`config.mk`:
```
export PLATFORM = sky130hd
export DESIGN_NAME = aspe_editor
export DESIGN_NICKNAME = d
export VERILOG_FILES = /design/src/aspe_pkg.sv /design/src/aspe_editor.sv
export SDC_FILE = /design/constraint.sdc
export NUM_CORES = 1
export LEC_CHECK = 0
export BUFFER_PORTS_ARGS = -buffer_cell sky130_fd_sc_hd__buf_2
export CAP_MARGIN = 25
export CORE_UTILIZATION = 51
export CTS_CLUSTER_SIZE = 20
export DETAILED_ROUTE_END_ITERATION = 10
export PLACE_DENSITY = 0.7
export SYNTH_ARGS = -nofsm -noshare
export SYNTH_HDL_FRONTEND = slang
export SYNTH_SLANG_ARGS = --single-unit
```
`constraint.sdc`:
```
create_clock -name sys_clk -period 6.6 [get_ports sys_clk]
set_clock_uncertainty 0.2 [all_clocks]
set_input_delay 0 -clock sys_clk [delete_from_list [all_inputs] [get_ports sys_clk]]
set_output_delay 0 -clock sys_clk [all_outputs]
set_load 0.02 [all_outputs]
```
`src/aspe_pkg.sv`:
```
/*
 * Shared constants for the alarm setup panel editor: register map,
 * field positions, reset values, settings pages, edit ranges and timing.
 * Assumes a 250 MHz system clock and a 32-bit Avalon-MM register bus.
 */
package aspe_pkg;

  // Timing
  localparam int unsigned CLK_MHZ = 250;
  localparam int unsigned FLASH_HALF_MS = 500;
  localparam int unsigned FLASH_HALF_CYC = FLASH_HALF_MS * CLK_MHZ * 1000;
  localparam int FLASH_CNT_W = 27;

  // Register byte addresses
  localparam logic [7:0] OFF_CTRL = 8'h00;
  localparam logic [7:0] OFF_CHAN_MASK = 8'h04;
  localparam logic [7:0] OFF_PAIR_AND = 8'h08;
  localparam logic [7:0] OFF_MAP_A = 8'h0c;
  localparam logic [7:0] OFF_MAP_B = 8'h10;
  localparam logic [7:0] OFF_MAP_C = 8'h14;
  localparam logic [7:0] OFF_MAP_D = 8'h18;
  localparam logic [7:0] OFF_STATUS = 8'h1c;
  localparam logic [7:0] OFF_EDIT = 8'h20;
  localparam logic [7:0] OFF_ALARMS = 8'h24;

  // Control register fields
  localparam int CTRL_GLOBAL_BIT = 0;
  localparam int CTRL_FLASH_BIT = 1;

  // Reset values
  localparam logic RST_GLOBAL = 1'b0;
  localparam logic RST_FLASH = 1'b0;
  localparam logic [15:0] RST_MASK16 = 16'h0000;
  localparam logic [7:0] RST_AND8 = 8'h00;

  // Widths
  localparam int NUM_CHAN = 16;
  localparam int NUM_PAIR = 8;
  localparam int NUM_OUT = 4;
  localparam int EV_W = 17;
  localparam int PAGE_ID_W = 8;

  // Settings pages, browsed in this order
  localparam logic [2:0] PG_GLOBAL = 3'h0;
  localparam logic [2:0] PG_FLASH = 3'h1;
  localparam logic [2:0] PG_CHAN = 3'h2;
  localparam logic [2:0] PG_AND = 3'h3;
  localparam logic [2:0] PG_MAP_A = 3'h4;
  localparam logic [2:0] PAGE_FIRST = 3'h0;
  localparam logic [2:0] PAGE_LAST = 3'h7;

  // Edit ranges and digit counts
  localparam logic [EV_W-1:0] MAX_MASK = 17'h0ffff;
  localparam logic [EV_W-1:0] MAX_AND = 17'h000ff;
  localparam logic [EV_W-1:0] MAX_YESNO = 17'h00001;
  localparam logic [2:0] DIG_MASK = 3'h5;
  localparam logic [2:0] DIG_AND = 3'h3;
  localparam logic [2:0] DIG_YESNO = 3'h1;

  // Display page identifiers for recovery
  localparam logic [PAGE_ID_W-1:0] PAGE_ID_VOLT = 8'h01;
  localparam logic [PAGE_ID_W-1:0] EXP_VIEW_FIRST = 8'h30;
  localparam logic [PAGE_ID_W-1:0] EXP_VIEW_LAST = 8'h3f;
  localparam int EXP_MOD_BIT = 0;
  localparam int NV_PARAM_BIT = 8;

  typedef enum logic [1:0] {
    MODE_DISPLAY,
    MODE_SELECT,
    MODE_BROWSE,
    MODE_EDIT
  } aspe_mode_e;

endpackage

```
`src/aspe_editor.sv`:
```
/*
 * Alarm setup panel editor: keypad-driven browse/edit of global alarm
 * settings, AND-pair combining, output routing, backlight flash and
 * display page recovery, with an Avalon-MM register slave.
 * Assumes key pulses, channel triggers and module presence come from
 * logic on sys_clk; only power_good arrives from outside and is synchronised.
 */
// The implementer's own choices: the register addresses and register access over Avalon-MM.
`timescale 1ns/1ps
`default_nettype none

module aspe_editor
  import aspe_pkg::*;
#(
  parameter int unsigned FLASH_HALF_CYCLES = FLASH_HALF_CYC
) (
  input wire logic sys_clk,
  input wire logic reset,
  input wire logic [7:0] avs_address,
  input wire logic avs_read,
  input wire logic avs_write,
  input wire logic [31:0] avs_writedata,
  input wire logic [3:0] avs_byteenable,
  output logic [31:0] avs_readdata,
  output logic avs_waitrequest,
  input wire logic param_enter,
  input wire logic key_back,
  input wire logic key_next,
  input wire logic key_prev,
  input wire logic key_select,
  output logic [1:0] ui_mode,
  output logic [2:0] ui_page,
  output logic [EV_W-1:0] ui_edit_value,
  output logic [2:0] ui_edit_cursor,
  input wire logic [NUM_CHAN-1:0] chan_trig,
  input wire logic [NUM_OUT-1:0] out_alarm_mode,
  input wire logic [1:0] module_present,
  output logic alarm_output_line_a,
  output logic alarm_output_line_b,
  output logic alarm_output_line_c,
  output logic alarm_output_line_d,
  output logic backlight_flash,
  input wire logic power_good,
  input wire logic [PAGE_ID_W-1:0] cur_page_id,
  output logic nv_save_strobe,
  output logic [PAGE_ID_W:0] nv_save_data,
  output logic nv_load_req,
  input wire logic nv_load_valid,
  input wire logic [PAGE_ID_W:0] nv_load_data,
  output logic restore_valid,
  output logic [PAGE_ID_W-1:0] restore_page
);

  function automatic logic [EV_W-1:0] digit_weight(input logic [2:0] pos);
    logic [EV_W-1:0] w;
    w = 17'h00001;
    unique case (pos)
      3'h1: w = 17'h0000a;
      3'h2: w = 17'h00064;
      3'h3: w = 17'h003e8;
      3'h4: w = 17'h02710;
      default: w = 17'h00001;
    endcase
    return w;
  endfunction

  function automatic logic [15:0] merge16(input logic [15:0] old, input logic [31:0] wd, input logic [3:0] be);
    logic [15:0] r;
    r = old;
    if (be[0]) r[7:0] = wd[7:0];
    if (be[1]) r[15:8] = wd[15:8];
    return r;
  endfunction

  // Settings and bus state
  logic glob_reg, glob_next, flash_en_reg, flash_en_next;
  logic [15:0] chan_mask_reg, chan_mask_next;
  logic [7:0] pair_and_reg, pair_and_next;
  logic [15:0] map_reg [NUM_OUT];
  logic [15:0] map_next [NUM_OUT];
  logic wait_reg, wait_next;
  logic [31:0] rdata_reg, rdata_next;

  // Panel state
  aspe_mode_e mode_reg, mode_next;
  logic [2:0] page_reg, page_next, cur_reg, cur_next;
  logic [EV_W-1:0] edit_reg, edit_next;
  logic commit;
  logic [EV_W-1:0] page_val, page_max, w;
  logic [2:0] page_dig;
  logic [1:0] map_idx;

  // Alarm, flash and recovery state
  logic [NUM_CHAN-1:0] gated, eff;
  logic alarm_any;
  logic [NUM_OUT-1:0] out_reg, out_next;
  logic [FLASH_CNT_W-1:0] fcnt_reg, fcnt_next;
  logic bl_reg, bl_next;
  logic pg_s1_reg, pg_s2_reg, pg_prev_reg;
  logic save_reg, save_next, load_reg, load_next, rvalid_reg, rvalid_next;
  logic [PAGE_ID_W:0] sdata_reg, sdata_next;
  logic [PAGE_ID_W-1:0] rpage_reg, rpage_next, ld_id;
  logic bus_req, bus_fire;

  assign bus_req = avs_read | avs_write;
  assign bus_fire = avs_write & ~wait_reg;
  assign map_idx = 2'(page_reg - PG_MAP_A);

  // Value, range and digit count of the current page
  always_comb begin
    page_val = '0;
    page_max = MAX_MASK;
    page_dig = DIG_MASK;
    unique case (page_reg)
      PG_GLOBAL: begin
        page_val = {16'h0000, glob_reg};
        page_max = MAX_YESNO;
        page_dig = DIG_YESNO;
      end
      PG_FLASH: begin
        page_val = {16'h0000, flash_en_reg};
        page_max = MAX_YESNO;
        page_dig = DIG_YESNO;
      end
      PG_CHAN: page_val = {1'b0, chan_mask_reg};
      PG_AND: begin
        page_val = {9'h000, pair_and_reg};
        page_max = MAX_AND;
        page_dig = DIG_AND;
      end
      default: page_val = {1'b0, map_reg[map_idx]};
    endcase
  end

  // Panel state machine; single-key pulses make the if-chain exclusive
  always_comb begin
    mode_next = mode_reg;
    page_next = page_reg;
    cur_next = cur_reg;
    edit_next = edit_reg;
    commit = 1'b0;
    w = digit_weight(cur_reg);
    unique case (mode_reg)
      MODE_DISPLAY: begin
        if (param_enter) mode_next = MODE_SELECT;
      end
      MODE_SELECT: begin
        if (key_select) begin
          mode_next = MODE_BROWSE;
          page_next = PAGE_FIRST;
        end else if (key_back) begin
          mode_next = MODE_DISPLAY;
        end
      end
      MODE_BROWSE: begin
        if (key_back) begin
          mode_next = MODE_SELECT;
        end else if (key_next) begin
          page_next = (page_reg == PAGE_LAST) ? PAGE_FIRST : page_reg + 3'h1;
        end else if (key_prev) begin
          page_next = (page_reg == PAGE_FIRST) ? PAGE_LAST : page_reg - 3'h1;
        end else if (key_select) begin
          mode_next = MODE_EDIT;
          edit_next = page_val;
          cur_next = page_dig - 3'h1;
        end
      end
      MODE_EDIT: begin
        if (key_back) begin
          cur_next = (cur_reg == 3'h0) ? page_dig - 3'h1 : cur_reg - 3'h1;
        end else if (key_next) begin
          if (edit_reg + w <= page_max) edit_next = edit_reg + w;
        end else if (key_prev) begin
          if (edit_reg >= w) edit_next = edit_reg - w;
        end else if (key_select) begin
          commit = 1'b1;
          mode_next = MODE_BROWSE;
        end
      end
    endcase
    // A fresh power-up restarts the panel on the display side
    if (nv_load_valid) mode_next = MODE_DISPLAY;
  end

  // Settings: panel commit, then bus write, so software wins a tie
  always_comb begin
    glob_next = glob_reg;
    flash_en_next = flash_en_reg;
    chan_mask_next = chan_mask_reg;
    pair_and_next = pair_and_reg;
    map_next = map_reg;
    if (commit) begin
      unique case (page_reg)
        PG_GLOBAL: glob_next = edit_reg[0];
        PG_FLASH: flash_en_next = edit_reg[0];
        PG_CHAN: chan_mask_next = edit_reg[15:0];
        PG_AND: pair_and_next = edit_reg[7:0];
        default: map_next[map_idx] = edit_reg[15:0];
      endcase
    end
    if (bus_fire) begin
      unique case (avs_address)
        OFF_CTRL: begin
          if (avs_byteenable[0]) begin
            glob_next = avs_writedata[CTRL_GLOBAL_BIT];
            flash_en_next = avs_writedata[CTRL_FLASH_BIT];
          end
        end
        OFF_CHAN_MASK: chan_mask_next = merge16(chan_mask_reg, avs_writedata, avs_byteenable);
        OFF_PAIR_AND: begin
          if (avs_byteenable[0]) pair_and_next = avs_writedata[7:0];
        end
        OFF_MAP_A: map_next[0] = merge16(map_reg[0], avs_writedata, avs_byteenable);
        OFF_MAP_B: map_next[1] = merge16(map_reg[1], avs_writedata, avs_byteenable);
        OFF_MAP_C: map_next[2] = merge16(map_reg[2], avs_writedata, avs_byteenable);
        OFF_MAP_D: map_next[3] = merge16(map_reg[3], avs_writedata, avs_byteenable);
        default: glob_next = glob_reg;
      endcase
    end
  end

  // Bus answer: one wait cycle, then readdata with waitrequest low
  always_comb begin
    wait_next = !(bus_req && wait_reg);
    rdata_next = rdata_reg;
    if (avs_read && wait_reg) begin
      unique case (avs_address)
        OFF_CTRL: rdata_next = {30'h0, flash_en_reg, glob_reg};
        OFF_CHAN_MASK: rdata_next = {16'h0000, chan_mask_reg};
        OFF_PAIR_AND: rdata_next = {24'h000000, pair_and_reg};
        OFF_MAP_A: rdata_next = {16'h0000, map_reg[0]};
        OFF_MAP_B: rdata_next = {16'h0000, map_reg[1]};
        OFF_MAP_C: rdata_next = {16'h0000, map_reg[2]};
        OFF_MAP_D: rdata_next = {16'h0000, map_reg[3]};
        OFF_STATUS: rdata_next = {20'h00000, out_reg, alarm_any, bl_reg, mode_reg, 1'b0, page_reg};
        OFF_EDIT: rdata_next = {12'h000, cur_reg, edit_reg};
        OFF_ALARMS: rdata_next = {16'h0000, eff};
        default: rdata_next = 32'h00000000;
      endcase
    end
  end

  // Pair combining: pair p covers channels 2p and 2p+1
  generate
    for (genvar p = 0; p < NUM_PAIR; p++) begin : g_pair
      assign gated[2*p] = glob_reg & chan_mask_reg[2*p] & chan_trig[2*p];
      assign gated[2*p+1] = glob_reg & chan_mask_reg[2*p+1] & chan_trig[2*p+1];
      assign eff[2*p] = pair_and_reg[p] ? (gated[2*p] & gated[2*p+1]) : gated[2*p];
      assign eff[2*p+1] = pair_and_reg[p] ? (gated[2*p] & gated[2*p+1]) : gated[2*p+1];
    end
    // Lines a,b ride on the first module, c,d on the second
    for (genvar o = 0; o < NUM_OUT; o++) begin : g_out
      assign out_next[o] = out_alarm_mode[o] & module_present[o/2] & (|(eff & map_reg[o]));
    end
  endgenerate

  assign alarm_any = |eff;

  // Flash only while an alarm stands; a cleared alarm leaves backlight steady
  always_comb begin
    fcnt_next = '0;
    bl_next = 1'b0;
    if (flash_en_reg && alarm_any) begin
      bl_next = bl_reg;
      fcnt_next = fcnt_reg + 1'b1;
      if (fcnt_reg == FLASH_CNT_W'(FLASH_HALF_CYCLES - 1)) begin
        fcnt_next = '0;
        bl_next = ~bl_reg;
      end
    end
  end

  // Page recovery
  always_comb begin
    save_next = 1'b0;
    load_next = 1'b0;
    rvalid_next = 1'b0;
    sdata_next = sdata_reg;
    rpage_next = rpage_reg;
    ld_id = nv_load_data[PAGE_ID_W-1:0];
    if (pg_prev_reg && !pg_s2_reg) begin
      save_next = 1'b1;
      sdata_next = {mode_reg != MODE_DISPLAY, cur_page_id};
    end
    if (!pg_prev_reg && pg_s2_reg) load_next = 1'b1;
    if (nv_load_valid) begin
      rvalid_next = 1'b1;
      rpage_next = ld_id;
      if (nv_load_data[NV_PARAM_BIT]) begin
        rpage_next = PAGE_ID_VOLT;
      end else if (ld_id >= EXP_VIEW_FIRST && ld_id <= EXP_VIEW_LAST && !module_present[ld_id[EXP_MOD_BIT]]) begin
        rpage_next = PAGE_ID_VOLT;
      end
    end
  end

  always_ff @(posedge sys_clk) begin
    if (reset) begin
      glob_reg <= RST_GLOBAL;
      flash_en_reg <= RST_FLASH;
      chan_mask_reg <= RST_MASK16;
      pair_and_reg <= RST_AND8;
      for (int i = 0; i < NUM_OUT; i++) map_reg[i] <= RST_MASK16;
      wait_reg <= 1'b1;
      rdata_reg <= '0;
      mode_reg <= MODE_DISPLAY;
      page_reg <= PAGE_FIRST;
      cur_reg <= '0;
      edit_reg <= '0;
      out_reg <= '0;
      fcnt_reg <= '0;
      bl_reg <= 1'b0;
      pg_s1_reg <= 1'b0;
      pg_s2_reg <= 1'b0;
      pg_prev_reg <= 1'b0;
      save_reg <= 1'b0;
      load_reg <= 1'b0;
      rvalid_reg <= 1'b0;
      sdata_reg <= '0;
      rpage_reg <= PAGE_ID_VOLT;
    end else begin
      glob_reg <= glob_next;
      flash_en_reg <= flash_en_next;
      chan_mask_reg <= chan_mask_next;
      pair_and_reg <= pair_and_next;
      map_reg <= map_next;
      wait_reg <= wait_next;
      rdata_reg <= rdata_next;
      mode_reg <= mode_next;
      page_reg <= page_next;
      cur_reg <= cur_next;
      edit_reg <= edit_next;
      out_reg <= out_next;
      fcnt_reg <= fcnt_next;
      bl_reg <= bl_next;
      pg_s1_reg <= power_good;
      pg_s2_reg <= pg_s1_reg;
      pg_prev_reg <= pg_s2_reg;
      save_reg <= save_next;
      load_reg <= load_next;
      rvalid_reg <= rvalid_next;
      sdata_reg <= sdata_next;
      rpage_reg <= rpage_next;
    end
  end

  assign avs_readdata = rdata_reg;
  assign avs_waitrequest = wait_reg;
  assign ui_mode = mode_reg;
  assign ui_page = page_reg;
  assign ui_edit_value = edit_reg;
  assign ui_edit_cursor = cur_reg;
  assign alarm_output_line_a = out_reg[0];
  assign alarm_output_line_b = out_reg[1];
  assign alarm_output_line_c = out_reg[2];
  assign alarm_output_line_d = out_reg[3];
  assign backlight_flash = bl_reg;
  assign nv_save_strobe = save_reg;
  assign nv_save_data = sdata_reg;
  assign nv_load_req = load_reg;
  assign restore_valid = rvalid_reg;
  assign restore_page = rpage_reg;
endmodule

`default_nettype wire

```
==> flow_summary.toml <==
[outcome]
status = "finished, final reports clean"

[pwr]
power.switching_uw = 649
pwr-share-clk_pct = 45.1
p_seq_share_pct = 48.1
combPwrFrac_pct = 6.8
power_uw = 2420
leakagePower_uw = 0.00534
p_int_uw = 1770
p_per_area_nw_per_um2 = 171
swShare_pct = 26.8
peakVddDrop_mv = 0.172

[sta]
slew_headroom_pct = 25.6
final-hold-violation-count = 0
rsz0062_at_grt = "false"
period_share_pct = 88.1
max_freq_mhz = 172
fin_crit_ps = 5810
setup_tns_ps = 0
slew_viol_final = 0
setup_viol = 0
worstMarginPinSlew_ps = 1110

[grt]
grtUsageMet2_pct = 59.8
use_met3_pct = 8.80
use_met1_pct = 49.9
grt_pass1_wl_um = 70000
antenna_found_initial = 1
grt_pass1_vias = 12000
grt-ovfl-total = 0
grt_max_degree = 81
gr-max-usage-layer = "met2"
grt_usage_pct = 37.8

[route]
wire_per_inst_um = 23.4
drtIter0Drc = 2032
wl_um = 46200
viasPerCell = 6.63
postRouteAntennaNets = 0
drt_first_pass_iters = 8
vias = 13100
drc = 0

[synth]
async_flop_share_pct = 0
synth-seq-cells = 191
synth-main-ff-cell = "dfxtp_1"
yosysTopAreaCell = "dfxtp_1"
synth.area.top_cells = "dfxtp_1, a22oi_1, a21oi_1, nand2_1, ha_1"
ys_warn_count = 0
synth-edff-count = 0
syn_area_um2 = 12000
seq_area_frac_synth_pct = 31.9
syn_avg_cell_area_um2 = 8.00
netlist.area_leader.share_pct = 31.9
synthesis.instances = 1497
synth.distinct_cells = 78

[critical_path]
reg2reg_to = "ui_edit_value[4]"
worstPathMaxFanout = 25
path_class = "reg -> reg"
cp-end-kind = "register"
crit_required_ps = 6760
r2r_setup_slack_ps = 790
start_kind = "register"
cp.arrival_ps = 5970
r2r_cells = 22
rr_startpoint = "ui_edit_cursor[0]"

[floorplan]
core_um2 = 22800
die_x_um = 155
start_util_pct = 52.4
die_area_um2 = 24100
io_pins = 177
die_h_um = 155
rows = 55

[final_layout]
num-nets-final = 1800
area_growth_pct = 18.0
largest_reg_flops = 64
drive_gt1_share_pct = 14.3

[hold_path]
hold_path_end = "avs_readdata[10]"
min_path_cells = 5
min_from = "avs_address[1]"
hold_path_class = "in -> reg"

[clock_network]
ctsHtreeMaxLevel = 4
insertion_delay_ps = 440
clockBufferDepth = 2
hold_buffers = 71
cts_root_buffer = "clkbuf_16"
cts_setup_buffers = 0
cts_buffers = 17
cts_resized = 0
clk_pin_slew_ps = 80
numClockSinks = 191
cts_tree = "built"

[job]
max-cap-violations = 0

[place]
port_buffers = 146
gp_congestion = 0.998
hpwl_um = 33000
worst max-delay path, cell delays in order (launching register included):
cell and delay, ps:
dfxtp_1 380, inv_1 160, ha_1 220, nand2_1 190, nand2_1 220, nor3_1 100, ha_1 210, fa_1 430
nor2b_2 190, o211ai_2 300, nand2_1 160, a221o_1 360, xor2_1 150, ha_1 330, and4_1 270, o311a_1 140
a211oi_1 390, o211ai_1 160, a21oi_1 180, o211ai_2 250, buf_4 290, a311o_1 300, a21oi_1 120
cells by family after synthesis:
logic type,share of synthesized area [%]
AO/OA/AOI/OAI,28.0
XOR/XNOR,3.58
adder cells (fa/ha/maj),5.77
buffers and inverters,5.36
flip-flops,31.9
multiplexers,3.76
other,0.0313
AND/OR/NAND/NOR,21.5
area by class of cell:
type,instances,area [um^2]
Timing Repair Buffer,237,1600
Inverter,37,139
Sequential cell,191,3820
Clock inverter,14,199
Multi-Input combinational cell,1168,7550
Fill cell,2089,8720
Tap cell,313,392
Antenna cell,1,2.50
Clock buffer,17,425
metal layers:
| layer | vias to the layer above | share of wire, % |
|---|---|---|
| met5 | - | 0.024 |
| met4 | 2 | 4.4 |
| met3 | 181 | 11 |
| met2 | 867 | 45 |
| met1 | 6205 | 40 |
| li1 | 5864 | - |
placed cells by master, fill, tap and decap left out, types with 6 or more instances in the layout:
| cell type | count |
|---|---|
| a211o_1 | 6 |
| a211oi_1 | 8 |
| a21oi_1 | 142 |
| a221oi_1 | 23 |
| a222oi_1 | 27 |
| a22o_1 | 22 |
| a22oi_1 | 112 |
| a311oi_1 | 9 |
| a31oi_1 | 17 |
| and2_1 | 12 |
| and3_1 | 20 |
| and4_1 | 6 |
| buf_2 | 145 |
| buf_4 | 20 |
| clkbuf_16 | 17 |
| clkinv_8 | 6 |
| conb_1 | 12 |
| dfxtp_1 | 191 |
| dlygate4sd3_1 | 71 |
| ha_1 | 52 |
| inv_1 | 35 |
| mux2i_1 | 9 |
| mux4_2 | 16 |
| nand2_1 | 181 |
| nand2b_1 | 15 |
| nand3_1 | 57 |
| nand4_1 | 14 |
| nor2_1 | 168 |
| nor2b_1 | 17 |
| nor3_1 | 25 |
| nor4_1 | 14 |
| o21ai_0 | 36 |
| xnor2_1 | 21 |
| xor2_1 | 28 |
power groups by stage:
stage | clock network (uW) | registers (uW) | logic [uW]
final | 1090 | 1160 | 164
after floorplan | 0 | 1190 | 67.4
after global placement | 0 | 1190 | 129
after global routing | 1140 | 1160 | 172
after CTS | 1090 | 1160 | 156
after detailed placement | 0 | 1190 | 130
through the flow:
step                area (um^2)  worst slack, ps  hold slack (ps)  std cells  utilization (%)
finish                    14100              788             27.4       1978             61.8
global route              14100              560             37.6       1977             61.8
CTS                       14100              809             18.7       1976             61.8
detailed placement        12800              833             16.3       1874             56.0
global placement          12800              995             10.0       1873             55.9
floorplan                 12000             1770             -121       1508                -
how the worst max path moves through the flow:
| stage | cells after the start | start | end |
|---|---|---|---|
| 2_1_floorplan | 21 | ui_edit_cursor[0] | ui_edit_value[16] |
| 3_3_place_gp | 22 | ui_edit_cursor[0] | ui_edit_value[2] |
| 3_5_place_dp | 22 | ui_edit_cursor[0] | ui_edit_value[4] |
| 4_1_cts | 22 | ui_edit_cursor[0] | ui_edit_value[4] |
| 5_1_grt | 22 | ui_edit_cursor[0] | ui_edit_value[4] |
| 6_report | 22 | ui_edit_cursor[0] | ui_edit_value[4] |
Yosys cell counts, drive strengths merged (15+ instances only):
master / count
nand2b: 15
dfxtp: 191
a22o: 22
nor2: 173
clkbuf: 65
buf: 47
and3: 20
xor2: 28
inv: 36
nor2b: 19
nand3: 57
xnor2: 21
a22oi: 112
a21oi: 142
mux4: 16
a31oi: 17
o21ai: 37
ha: 52
a222oi: 27
nor3: 25
a221oi: 23
nand2: 181
Note: power is estimated with default switching activity, not from simulation.
